File: src/tcs_pkg.sv
// Package with constants and types for the timer count source and sync block.
package tcs_pkg;

  localparam int unsigned NCH     = 3;
  localparam int unsigned CNT_W   = 16;
  localparam int unsigned PRE_W   = 10;

  // Register byte offsets; each group holds one word per channel.
  localparam logic [7:0] OFS_CTRL  = 8'h00;
  localparam logic [7:0] OFS_CNT   = 8'h10;
  localparam logic [7:0] OFS_CMP_A = 8'h20;
  localparam logic [7:0] OFS_CMP_B = 8'h30;

  // Address field positions used by the decoder.
  localparam int unsigned ADR_GRP_HI = 5;
  localparam int unsigned ADR_GRP_LO = 4;
  localparam int unsigned ADR_CH_HI  = 3;
  localparam int unsigned ADR_CH_LO  = 2;
  localparam logic [1:0]  GRP_CTRL   = OFS_CTRL[5:4];
  localparam logic [1:0]  GRP_CNT    = OFS_CNT[5:4];
  localparam logic [1:0]  GRP_CMP_A  = OFS_CMP_A[5:4];
  localparam logic [1:0]  GRP_CMP_B  = OFS_CMP_B[5:4];
  localparam logic [1:0]  LAST_CH    = 2'h2;

  // Count source codes.
  localparam logic [2:0] SRC_DIV1  = 3'h0;
  localparam logic [2:0] SRC_DIV4  = 3'h1;
  localparam logic [2:0] SRC_DIV16 = 3'h2;
  localparam logic [2:0] SRC_DIV64 = 3'h3;
  localparam logic [2:0] SRC_PIN_A = 3'h4;
  localparam logic [2:0] SRC_PIN_B = 3'h5;
  localparam logic [2:0] SRC_CODE6 = 3'h6;
  localparam logic [2:0] SRC_CODE7 = 3'h7;

  // Reset values.
  localparam logic [CNT_W-1:0] CNT_RST = 16'h0000;
  localparam logic [CNT_W-1:0] CMP_RST = 16'hFFFF;
  localparam logic [CNT_W-1:0] CNT_MAX = 16'hFFFF;
  localparam logic [CNT_W-1:0] CNT_ONE = 16'h0001;

  // Channel control word, low bits of the control register.
  typedef struct packed {
    logic       pwm_mode;
    logic       clear_en;
    logic       sync_en;
    logic       phase_mode;
    logic [2:0] src;
  } tcs_ctrl_s;

  localparam int unsigned CTRL_W   = 7;
  localparam tcs_ctrl_s   CTRL_RST = 7'h00;

endpackage

File: src/tcs_timer.sv
// Three timer channels with count source selection and synchronous operation.
//
// Chosen here: the register offsets and the APB slave port.
`timescale 1ns/1ns

// Notes on behaviour
// - Channel 0 codes 0-3 divide pclk by 1, 4, 16, 64; 4-7 pick pins A-D.
// - Every count source field resets to code 0, the undivided clock.
// - Channel 1 codes 0-5 match channel 0 and code 6 divides pclk by 256.
// - Channel 1 code 7 cascades on channel 2 overflow and underflow.
// - Channel 2 codes 0-6 pick dividers then pins A-C; 7 divides by 1024.
// - Channels 1 and 2 in phase mode ignore the source and use phase pins.
// - Synced channels 1 and 2 with clear_en set also clear on the channel 0 compare B clear if channel 0 is synced too.
// - A preset of one synced counter loads every synced counter at once.
// - Synced PWM channels drive three-phase PWM, period set by compare 0B.
// - Counters go down only in phase or cascade mode, else up only.
// - Reset zeroes each counter and sets each compare register to ones.
module tcs_timer
  import tcs_pkg::*;
(
  input  wire logic        pclk,
  input  wire logic        presetn,
  input  wire logic [7:0]  paddr,
  input  wire logic        psel,
  input  wire logic        penable,
  input  wire logic        pwrite,
  input  wire logic [31:0] pwdata,
  output logic      [31:0] prdata,
  output logic             pready,
  output logic             pslverr,
  input  wire logic        ext_clock_pin_a,
  input  wire logic        ext_clock_pin_b,
  input  wire logic        ext_clock_pin_c,
  input  wire logic        ext_clock_pin_d,
  output logic             channel0_output_a,
  output logic             channel1_output_a,
  output logic             channel2_output_a
);

  tcs_ctrl_s        ctrl                 [NCH];
  logic [CNT_W-1:0] channel_counter      [NCH];
  logic [CNT_W-1:0] general_compare_reg_a[NCH];
  logic [CNT_W-1:0] general_compare_reg_b[NCH];
  logic [PRE_W-1:0] prescale;
  logic [3:0]       pin_meta;
  logic [3:0]       pin_sync;
  logic [3:0]       pin_prev;
  logic [NCH-1:0]   pwm_out;
  logic [NCH-1:0]   inc;
  logic [NCH-1:0]   dec;
  logic [NCH-1:0]   load;
  logic [NCH-1:0]   clr;
  logic [NCH-1:0]   cnt_hit;
  logic [NCH-1:0]   ph_up;
  logic [NCH-1:0]   ph_dn;
  logic [7:0]       src_vec [NCH];
  logic [CNT_W-1:0] channel2_counter;

  // APB decode.
  wire [1:0] adr_grp  = paddr[ADR_GRP_HI:ADR_GRP_LO];
  wire [1:0] adr_ch   = paddr[ADR_CH_HI:ADR_CH_LO];
  wire       adr_ok   = (paddr[7:6] == 2'h0) && (paddr[1:0] == 2'h0) &&
                        (adr_ch <= LAST_CH);
  wire       acc      = psel && penable;
  wire       wr_en    = acc && pwrite && adr_ok;
  wire       rd_setup = psel && !penable && !pwrite;

  assign pready  = 1'b1;
  assign pslverr = acc && !adr_ok;

  // Prescaler taps; a tap is high for one cycle per divided period.
  wire div4    = &prescale[1:0];
  wire div16   = &prescale[3:0];
  wire div64   = &prescale[5:0];
  wire div256  = &prescale[7:0];
  wire div1024 = &prescale[9:0];

  // Synchronised pin edges; pin_meta is read only by pin_sync.
  wire [3:0] pin_rise = pin_sync & ~pin_prev;
  wire [3:0] pin_fall = ~pin_sync & pin_prev;
  wire [3:0] pin_chg  = pin_rise | pin_fall;

  assign channel2_counter = channel_counter[2];
  wire casc_up = inc[2] && (channel2_counter == CNT_MAX);
  wire casc_dn = dec[2] && (channel2_counter == CNT_RST);

  // Channel 0 compare B clear, shared with synchronous-clear channels.
  wire clr0_ev = ctrl[0].clear_en && inc[0] &&
                 (channel_counter[0] == general_compare_reg_b[0]);
  wire sync_wr = |(cnt_hit & {ctrl[2].sync_en, ctrl[1].sync_en,
                              ctrl[0].sync_en});

  assign src_vec[0] = {pin_rise[3], pin_rise[2], pin_rise[1], pin_rise[0],
                       div64, div16, div4, 1'b1};
  assign src_vec[1] = {casc_up, div256, pin_rise[1], pin_rise[0],
                       div64, div16, div4, 1'b1};
  assign src_vec[2] = {div1024, pin_rise[2], pin_rise[1], pin_rise[0],
                       div64, div16, div4, 1'b1};

  always_ff @(posedge pclk or negedge presetn) begin
    if (!presetn) begin
      prescale <= '0;
      pin_meta <= 4'h0;
      pin_sync <= 4'h0;
      pin_prev <= 4'h0;
    end else begin
      prescale <= PRE_W'(prescale + 1'b1);
      pin_meta <= {ext_clock_pin_d, ext_clock_pin_c,
                   ext_clock_pin_b, ext_clock_pin_a};
      pin_sync <= pin_meta;
      pin_prev <= pin_sync;
    end
  end

  genvar i;
  generate
    for (i = 0; i < NCH; i++) begin : g_ch
      localparam logic [1:0] CH = 2'(i);
      // Phase pins: A and B for channel 1, C and D for channel 2.
      localparam int unsigned PA = (i == 2) ? 2 : 0;
      logic [CNT_W-1:0] next_cnt;
      wire a_lvl = pin_sync[PA];
      wire b_lvl = pin_sync[PA+1];
      wire a_chg = pin_chg[PA];
      wire b_chg = pin_chg[PA+1];
      wire cascade = (i == 1) && (ctrl[i].src == SRC_CODE7);

      // Quadrature decode: A leading B counts up, B leading A counts down.
      assign ph_up[i] = (a_chg && (a_lvl != b_lvl)) ||
                        (b_chg && (a_lvl == b_lvl));
      assign ph_dn[i] = (a_chg && (a_lvl == b_lvl)) ||
                        (b_chg && (a_lvl != b_lvl));

      if (i == 0) begin : g_ch0
        assign inc[i] = src_vec[i][ctrl[i].src];
        assign dec[i] = 1'b0;
        assign clr[i] = clr0_ev;
      end else begin : g_chn
        wire phase = ctrl[i].phase_mode;
        assign inc[i] = phase ? ph_up[i] :
                        src_vec[i][ctrl[i].src];
        assign dec[i] = phase ? ph_dn[i] :
                        (cascade && casc_dn);
        assign clr[i] = clr0_ev && ctrl[0].sync_en && ctrl[i].sync_en &&
                        ctrl[i].clear_en;
      end

      assign cnt_hit[i] = wr_en && (adr_grp == GRP_CNT) && (adr_ch == CH);
      assign load[i] = cnt_hit[i] || (ctrl[i].sync_en && sync_wr);

      always_comb begin
        next_cnt = channel_counter[i];
        if (load[i]) begin
          next_cnt = pwdata[CNT_W-1:0];
        end else if (clr[i]) begin
          next_cnt = CNT_RST;
        end else if (inc[i]) begin
          next_cnt = CNT_W'(channel_counter[i] + CNT_ONE);
        end else if (dec[i]) begin
          next_cnt = CNT_W'(channel_counter[i] - CNT_ONE);
        end
      end

      wire wr_ctrl  = wr_en && (adr_grp == GRP_CTRL)  && (adr_ch == CH);
      wire wr_cmp_a = wr_en && (adr_grp == GRP_CMP_A) && (adr_ch == CH);
      wire wr_cmp_b = wr_en && (adr_grp == GRP_CMP_B) && (adr_ch == CH);
      wire a_match  = inc[i] && (next_cnt == general_compare_reg_a[i]);

      always_ff @(posedge pclk or negedge presetn) begin
        if (!presetn) begin
          ctrl[i]                  <= CTRL_RST;
          channel_counter[i]       <= CNT_RST;
          general_compare_reg_a[i] <= CMP_RST;
          general_compare_reg_b[i] <= CMP_RST;
          pwm_out[i]               <= 1'b0;
        end else begin
          channel_counter[i] <= next_cnt;
          if (wr_ctrl) begin
            ctrl[i] <= tcs_ctrl_s'(pwdata[CTRL_W-1:0]);
          end
          if (wr_cmp_a) begin
            general_compare_reg_a[i] <= pwdata[CNT_W-1:0];
          end
          if (wr_cmp_b) begin
            general_compare_reg_b[i] <= pwdata[CNT_W-1:0];
          end
          // Low from each period start, high from the A match on.
          if (!ctrl[i].pwm_mode || clr[i] || load[i]) begin
            pwm_out[i] <= 1'b0;
          end else if (a_match) begin
            pwm_out[i] <= 1'b1;
          end
        end
      end
    end
  endgenerate

  assign channel0_output_a = pwm_out[0];
  assign channel1_output_a = pwm_out[1];
  assign channel2_output_a = pwm_out[2];

  // Read data is captured in the setup cycle so that it comes from a flop.
  // Limitation: a counter read shows its value one cycle before the edge.
  logic [31:0] rd_mux;
  always_comb begin
    rd_mux = 32'h0000_0000;
    if (adr_ok) begin
      unique case (adr_grp)
        GRP_CTRL:  rd_mux = {25'h0, ctrl[adr_ch]};
        GRP_CNT:   rd_mux = {16'h0, channel_counter[adr_ch]};
        GRP_CMP_A: rd_mux = {16'h0, general_compare_reg_a[adr_ch]};
        GRP_CMP_B: rd_mux = {16'h0, general_compare_reg_b[adr_ch]};
      endcase
    end
  end

  always_ff @(posedge pclk or negedge presetn) begin
    if (!presetn) begin
      prdata <= 32'h0000_0000;
    end else if (rd_setup) begin
      prdata <= rd_mux;
    end
  end

  // Helper flags for checks that hold until software first writes.
  logic ctrl_touched;
  logic cmp_touched;
  always_ff @(posedge pclk or negedge presetn) begin
    if (!presetn) begin
      ctrl_touched <= 1'b0;
      cmp_touched  <= 1'b0;
    end else begin
      ctrl_touched <= ctrl_touched || (wr_en && adr_grp == GRP_CTRL);
      cmp_touched  <= cmp_touched  || (wr_en && adr_grp[1]);
    end
  end

  wire q0 = !load[0] && !clr[0];
  wire q1 = !load[1] && !clr[1];
  wire q2 = !load[2] && !clr[2];
endmodule

File: config.mk
export PLATFORM = sky130hd
export DESIGN_NAME = tcs_timer
export DESIGN_NICKNAME = d
export VERILOG_FILES = /design/src/tcs_pkg.sv /design/src/tcs_timer.sv
export SDC_FILE = /design/constraint.sdc
export NUM_CORES = 1
export LEC_CHECK = 0
export BUFFER_PORTS_ARGS = -buffer_cell sky130_fd_sc_hd__buf_2
export CORE_MARGIN = 2
export CORE_UTILIZATION = 62
export CTS_CLUSTER_SIZE = 8
export DETAILED_ROUTE_END_ITERATION = 10
export GPL_TIMING_DRIVEN = 1
export HOLD_SLACK_MARGIN = 0.03
export PLACE_DENSITY_LB_ADDON = 0.15
export SETUP_SLACK_MARGIN = 0.2
export SYNTH_ARGS = -nofsm -noshare
export SYNTH_HDL_FRONTEND = slang
export SYNTH_SLANG_ARGS = --single-unit
File: constraint.sdc
create_clock -name pclk -period 5 [get_ports pclk]
set_clock_uncertainty 0.05 [all_clocks]
set_input_delay 0.25 -clock pclk [delete_from_list [all_inputs] [get_ports pclk]]
set_output_delay 0.25 -clock pclk [all_outputs]
set_load 0.02 [all_outputs]
==> reports/metrics.cfg <==
[run_status]
outcome = finished, final reports clean

[synth]
yosys_warnings = 0
synth_ff_type = dfrtp_1
synth_cells = 1292
syn-mean-instance-area_um2 = 9.75
async_flop_share = 1.00
synth_edf_count = 0
yosysSeqAreaShare = 0.419
ys_types = 70
netlist_area_um2 = 12600
synth-seq-cells = 206

[cells_and_area]
syn_to_final_growth_pct = 10.4
final_layout_size_suffix_gt1_frac = 0.255
post-route-util = 0.692
final_area_um2 = 13900
fillers = 1560
num_antenna_cells = 0
nets = 1378

[power_and_ir_drop]
pwr-share-clk = 0.346
internal_power_mw = 3.43
netSwitchingPower_mw = 1.78
irDropWorstVdd_mv = 0.302
switching_share = 0.342
leakage_nw = 5.86
comb_power_share = 0.242
p_per_area_nw_per_um2 = 375
p_seq_frac = 0.412

[clock_network]
ctsHoldBuffers = 10
post_cts_resized = 0
cts_buffers = 29
clock_latency_ps = 550
cts.clk_slew.worst_paths_ps = 60
cts_tree = done
clock_path_buffers = 3
ctsRootBufferMaster = clkbuf_16
clock-sinks = 206
cts.htree.levels = 1
post_cts_buffers = 0

[job]
maxCapViolations = 0

[placement]
pre_cts_ws_ps = 859
portBuffers = 52
dpl_cell_area_um2 = 13000
hpwl_um = 27400
gp_routability_congestion = 0.965

[global_route]
grt.met3_usage = 0.0709
grt_max_degree = 114
grtUsageMet2 = 0.533
first_global_vias = 9967
antenna_found_initial = 0
grt_overflow = 0
grtUsageTotal = 0.352
grt_pass1_wl_um = 58600
use_met1 = 0.505
grt_busiest_layer = met2

[sta]
setup-tns-final_ps = 0
hold_viol = 0
rsz0062_at_grt = no
worst_pin_slew_ps = 1000
max_freq_mhz = 234
max_slew_margin = 0.332
layout_setup_ws_ps = 725
maxSlewViolCount = 0
finalSetupViolCount = 0
period_needed_ps = 4270
period_share = 0.855

[drt]
drt-total-wl_um = 37600
detail_route.first_pass.iterations = 7
route.vias.total = 10500
ant_nets = 0
vias_per_cell = 6.53
drc_errors = 0
drt_first_iter_violations = 1075
wl_per_cell_um = 23.4

[floorplanning]
ioPinCount = 86
coreArea_um2 = 20100
start_util = 0.627
dieArea_um2 = 21500
fp-row-count = 52
die_h_um = 147
die_w_um = 147

[setup_path]
reg2reg_to = channel1_output_a
crit_path_end_kind = flop
worstSetupStartpointType = flop
path_class = flop to flop
cp_max_fo = 13
cp-endpoint = channel1_output_a
startpoint = channel2_counter[2]
r2r-start = channel2_counter[2]
cp_data_arrival_time_ps = 4700
r2r_cells = 11
cp.required_ps = 5430
worst-r2r-setup-slack_ps = 730

[worst_hold_path]
min_path_type = input port to flop

-- registers in the layout, indices dropped and copies added (netlist names), 10 cells and up --
signal / count
channel2_counter: 16
channel_counter: 32
ctrl: 19
general_compare_reg_a: 48
general_compare_reg_b: 48
prdata: 16
prescale: 10
-- worst min-delay path by stage --
| stage | start | endpoint | cells past startpoint |
|---|---|---|---|
| 6_report | pwdata[8] | channel_counter[40] | 3 |
| 5_1_grt | pwdata[8] | channel_counter[40] | 3 |
| 4_1_cts | pwdata[8] | channel_counter[40] | 3 |
| 3_5_place_dp | pin_meta[0] | pin_sync[0] | 0 |
| 3_3_place_gp | pin_meta[2] | pin_sync[2] | 0 |
| 2_1_floorplan | presetn | channel0_output_a | 0 |
-- per-layer routing --
layer,up-vias,part of all wire
met5,-,0
met4,0,0.038
met3,103,0.093
met2,549,0.44
met1,5133,0.43
li1,4710,-
-- worst max-delay path, stage by stage (launching register included) --
cell	delay [ps]
dfrtp_1	550
nand3_1	190
or3_1	440
nor4_1	380
nand3_1	260
nand2_1	510
mux2i_1	330
o22ai_1	130
a2111o_1	420
or4_1	410
or4_1	410
o21ai_1	120
-- area by class of cell --
cell class              instances  area, µm²  area share
multi-input cells             971       6830       0.491
flip-flops and latches        206       5280       0.379
clock buffers                  50        805      0.0578
repair buffers                 87        559      0.0402
well taps                     270        338      0.0243
inverters                      23       86.3     0.00621
clock inverters                 1       20.0     0.00144
-- layout by cell type, fill, tap and decap left out, types with 15 or more instances in the layout --
cell type	synthesis	final
and3_1	18	18
o21ai_0	74	74
clkbuf_16	0	29
nand4_1	23	23
xor2_1	44	44
a21oi_1	38	38
buf_4	18	26
clkbuf_1	73	21
dfrtp_1	110	110
inv_1	22	22
a22o_1	15	15
o31ai_1	18	18
buf_2	6	50
dfstp_2	96	96
nand2_1	142	142
mux2i_1	71	71
nor2_1	70	70
conb_1	2	17
nand3_1	51	51
xnor2_1	49	49
nor3_1	27	25
mux2_2	113	113
-- through the flow --
stage / hold WS (ps) / instances / total power [mW]
floorplan: -95.6 / 1307 / 3.00
finish: 56.5 / 1608 / 5.22
global placement: 282 / 1547 / 3.36
CTS: 38.5 / 1608 / 5.20
detailed placement: 291 / 1547 / 3.38
global route: 65.2 / 1608 / 5.45
-- Yosys cell counts, types with 3 or more instances --
cell       count  area [µm²]
nand2_1      142         533
mux2_2       113        1270
dfrtp_1      110        2750
dfstp_2       96        2520
o21ai_0       74         370
clkbuf_1      73         274
mux2i_1       71         711
nor2_1        70         263
nand3_1       51         255
xnor2_1       49         429
xor2_1        44         385
a21oi_1       38         190
nor3_1        27         135
nand4_1       23         144
inv_1         22        82.6
and3_1        18         113
buf_4         18         135
o31ai_1       18         135
a22o_1        15         131
nor2b_1       15        93.8
a211oi_1      14         105
a31oi_1       14        87.6
a22oi_1       13        97.6
o22ai_1       13        81.3
ha_1          11         138
buf_1          9        33.8
nand2b_1       9        56.3
nor4_1         9        56.3
and2_1         7        43.8
and4_1         7        61.3
mux4_2         7         158
or4_1          7        52.6
buf_2          6        30.0
a2111oi_0      5        43.8
a32oi_1        5        43.8
o211ai_1       5        37.5
or3_1          5        31.3
a41oi_1        4        35.0
nand4b_1       4        35.0
or2_2          4        25.0
a211o_1        3        26.3
a21boi_0       3        22.5
a31o_2         3        26.3
o21ai_1        3        15.0
-- power groups by stage --
| stage | sequential (mW) | clock [mW] | combinational [mW] |
|---|---|---|---|
| 2_1_floorplan | 2.00 | 0 | 0.999 |
| 3_3_place_gp | 2.15 | 0 | 1.21 |
| 3_5_place_dp | 2.16 | 0 | 1.23 |
| 4_1_cts | 2.13 | 1.83 | 1.24 |
| 5_1_grt | 2.17 | 1.90 | 1.38 |
| 6_report | 2.15 | 1.81 | 1.26 |
-- logic make-up (layout without fill, tap and decap cells) --
| group | after synthesis | after routing | share of synthesized area |
|---|---|---|---|
| XOR/XNOR | 93 | 93 | 0.0646 |
| flip-flops | 206 | 206 | 0.419 |
| multiplexers | 191 | 191 | 0.170 |
| adder cells (fa/ha/maj) | 11 | 11 | 0.0109 |
| AO/OA/AOI/OAI | 251 | 251 | 0.132 |
| other | 2 | 17 | 0.000596 |
| AND/OR/NAND/NOR | 408 | 408 | 0.158 |
| buffers and inverters | 130 | 161 | 0.0453 |
(Power assumes the default switching activity.)
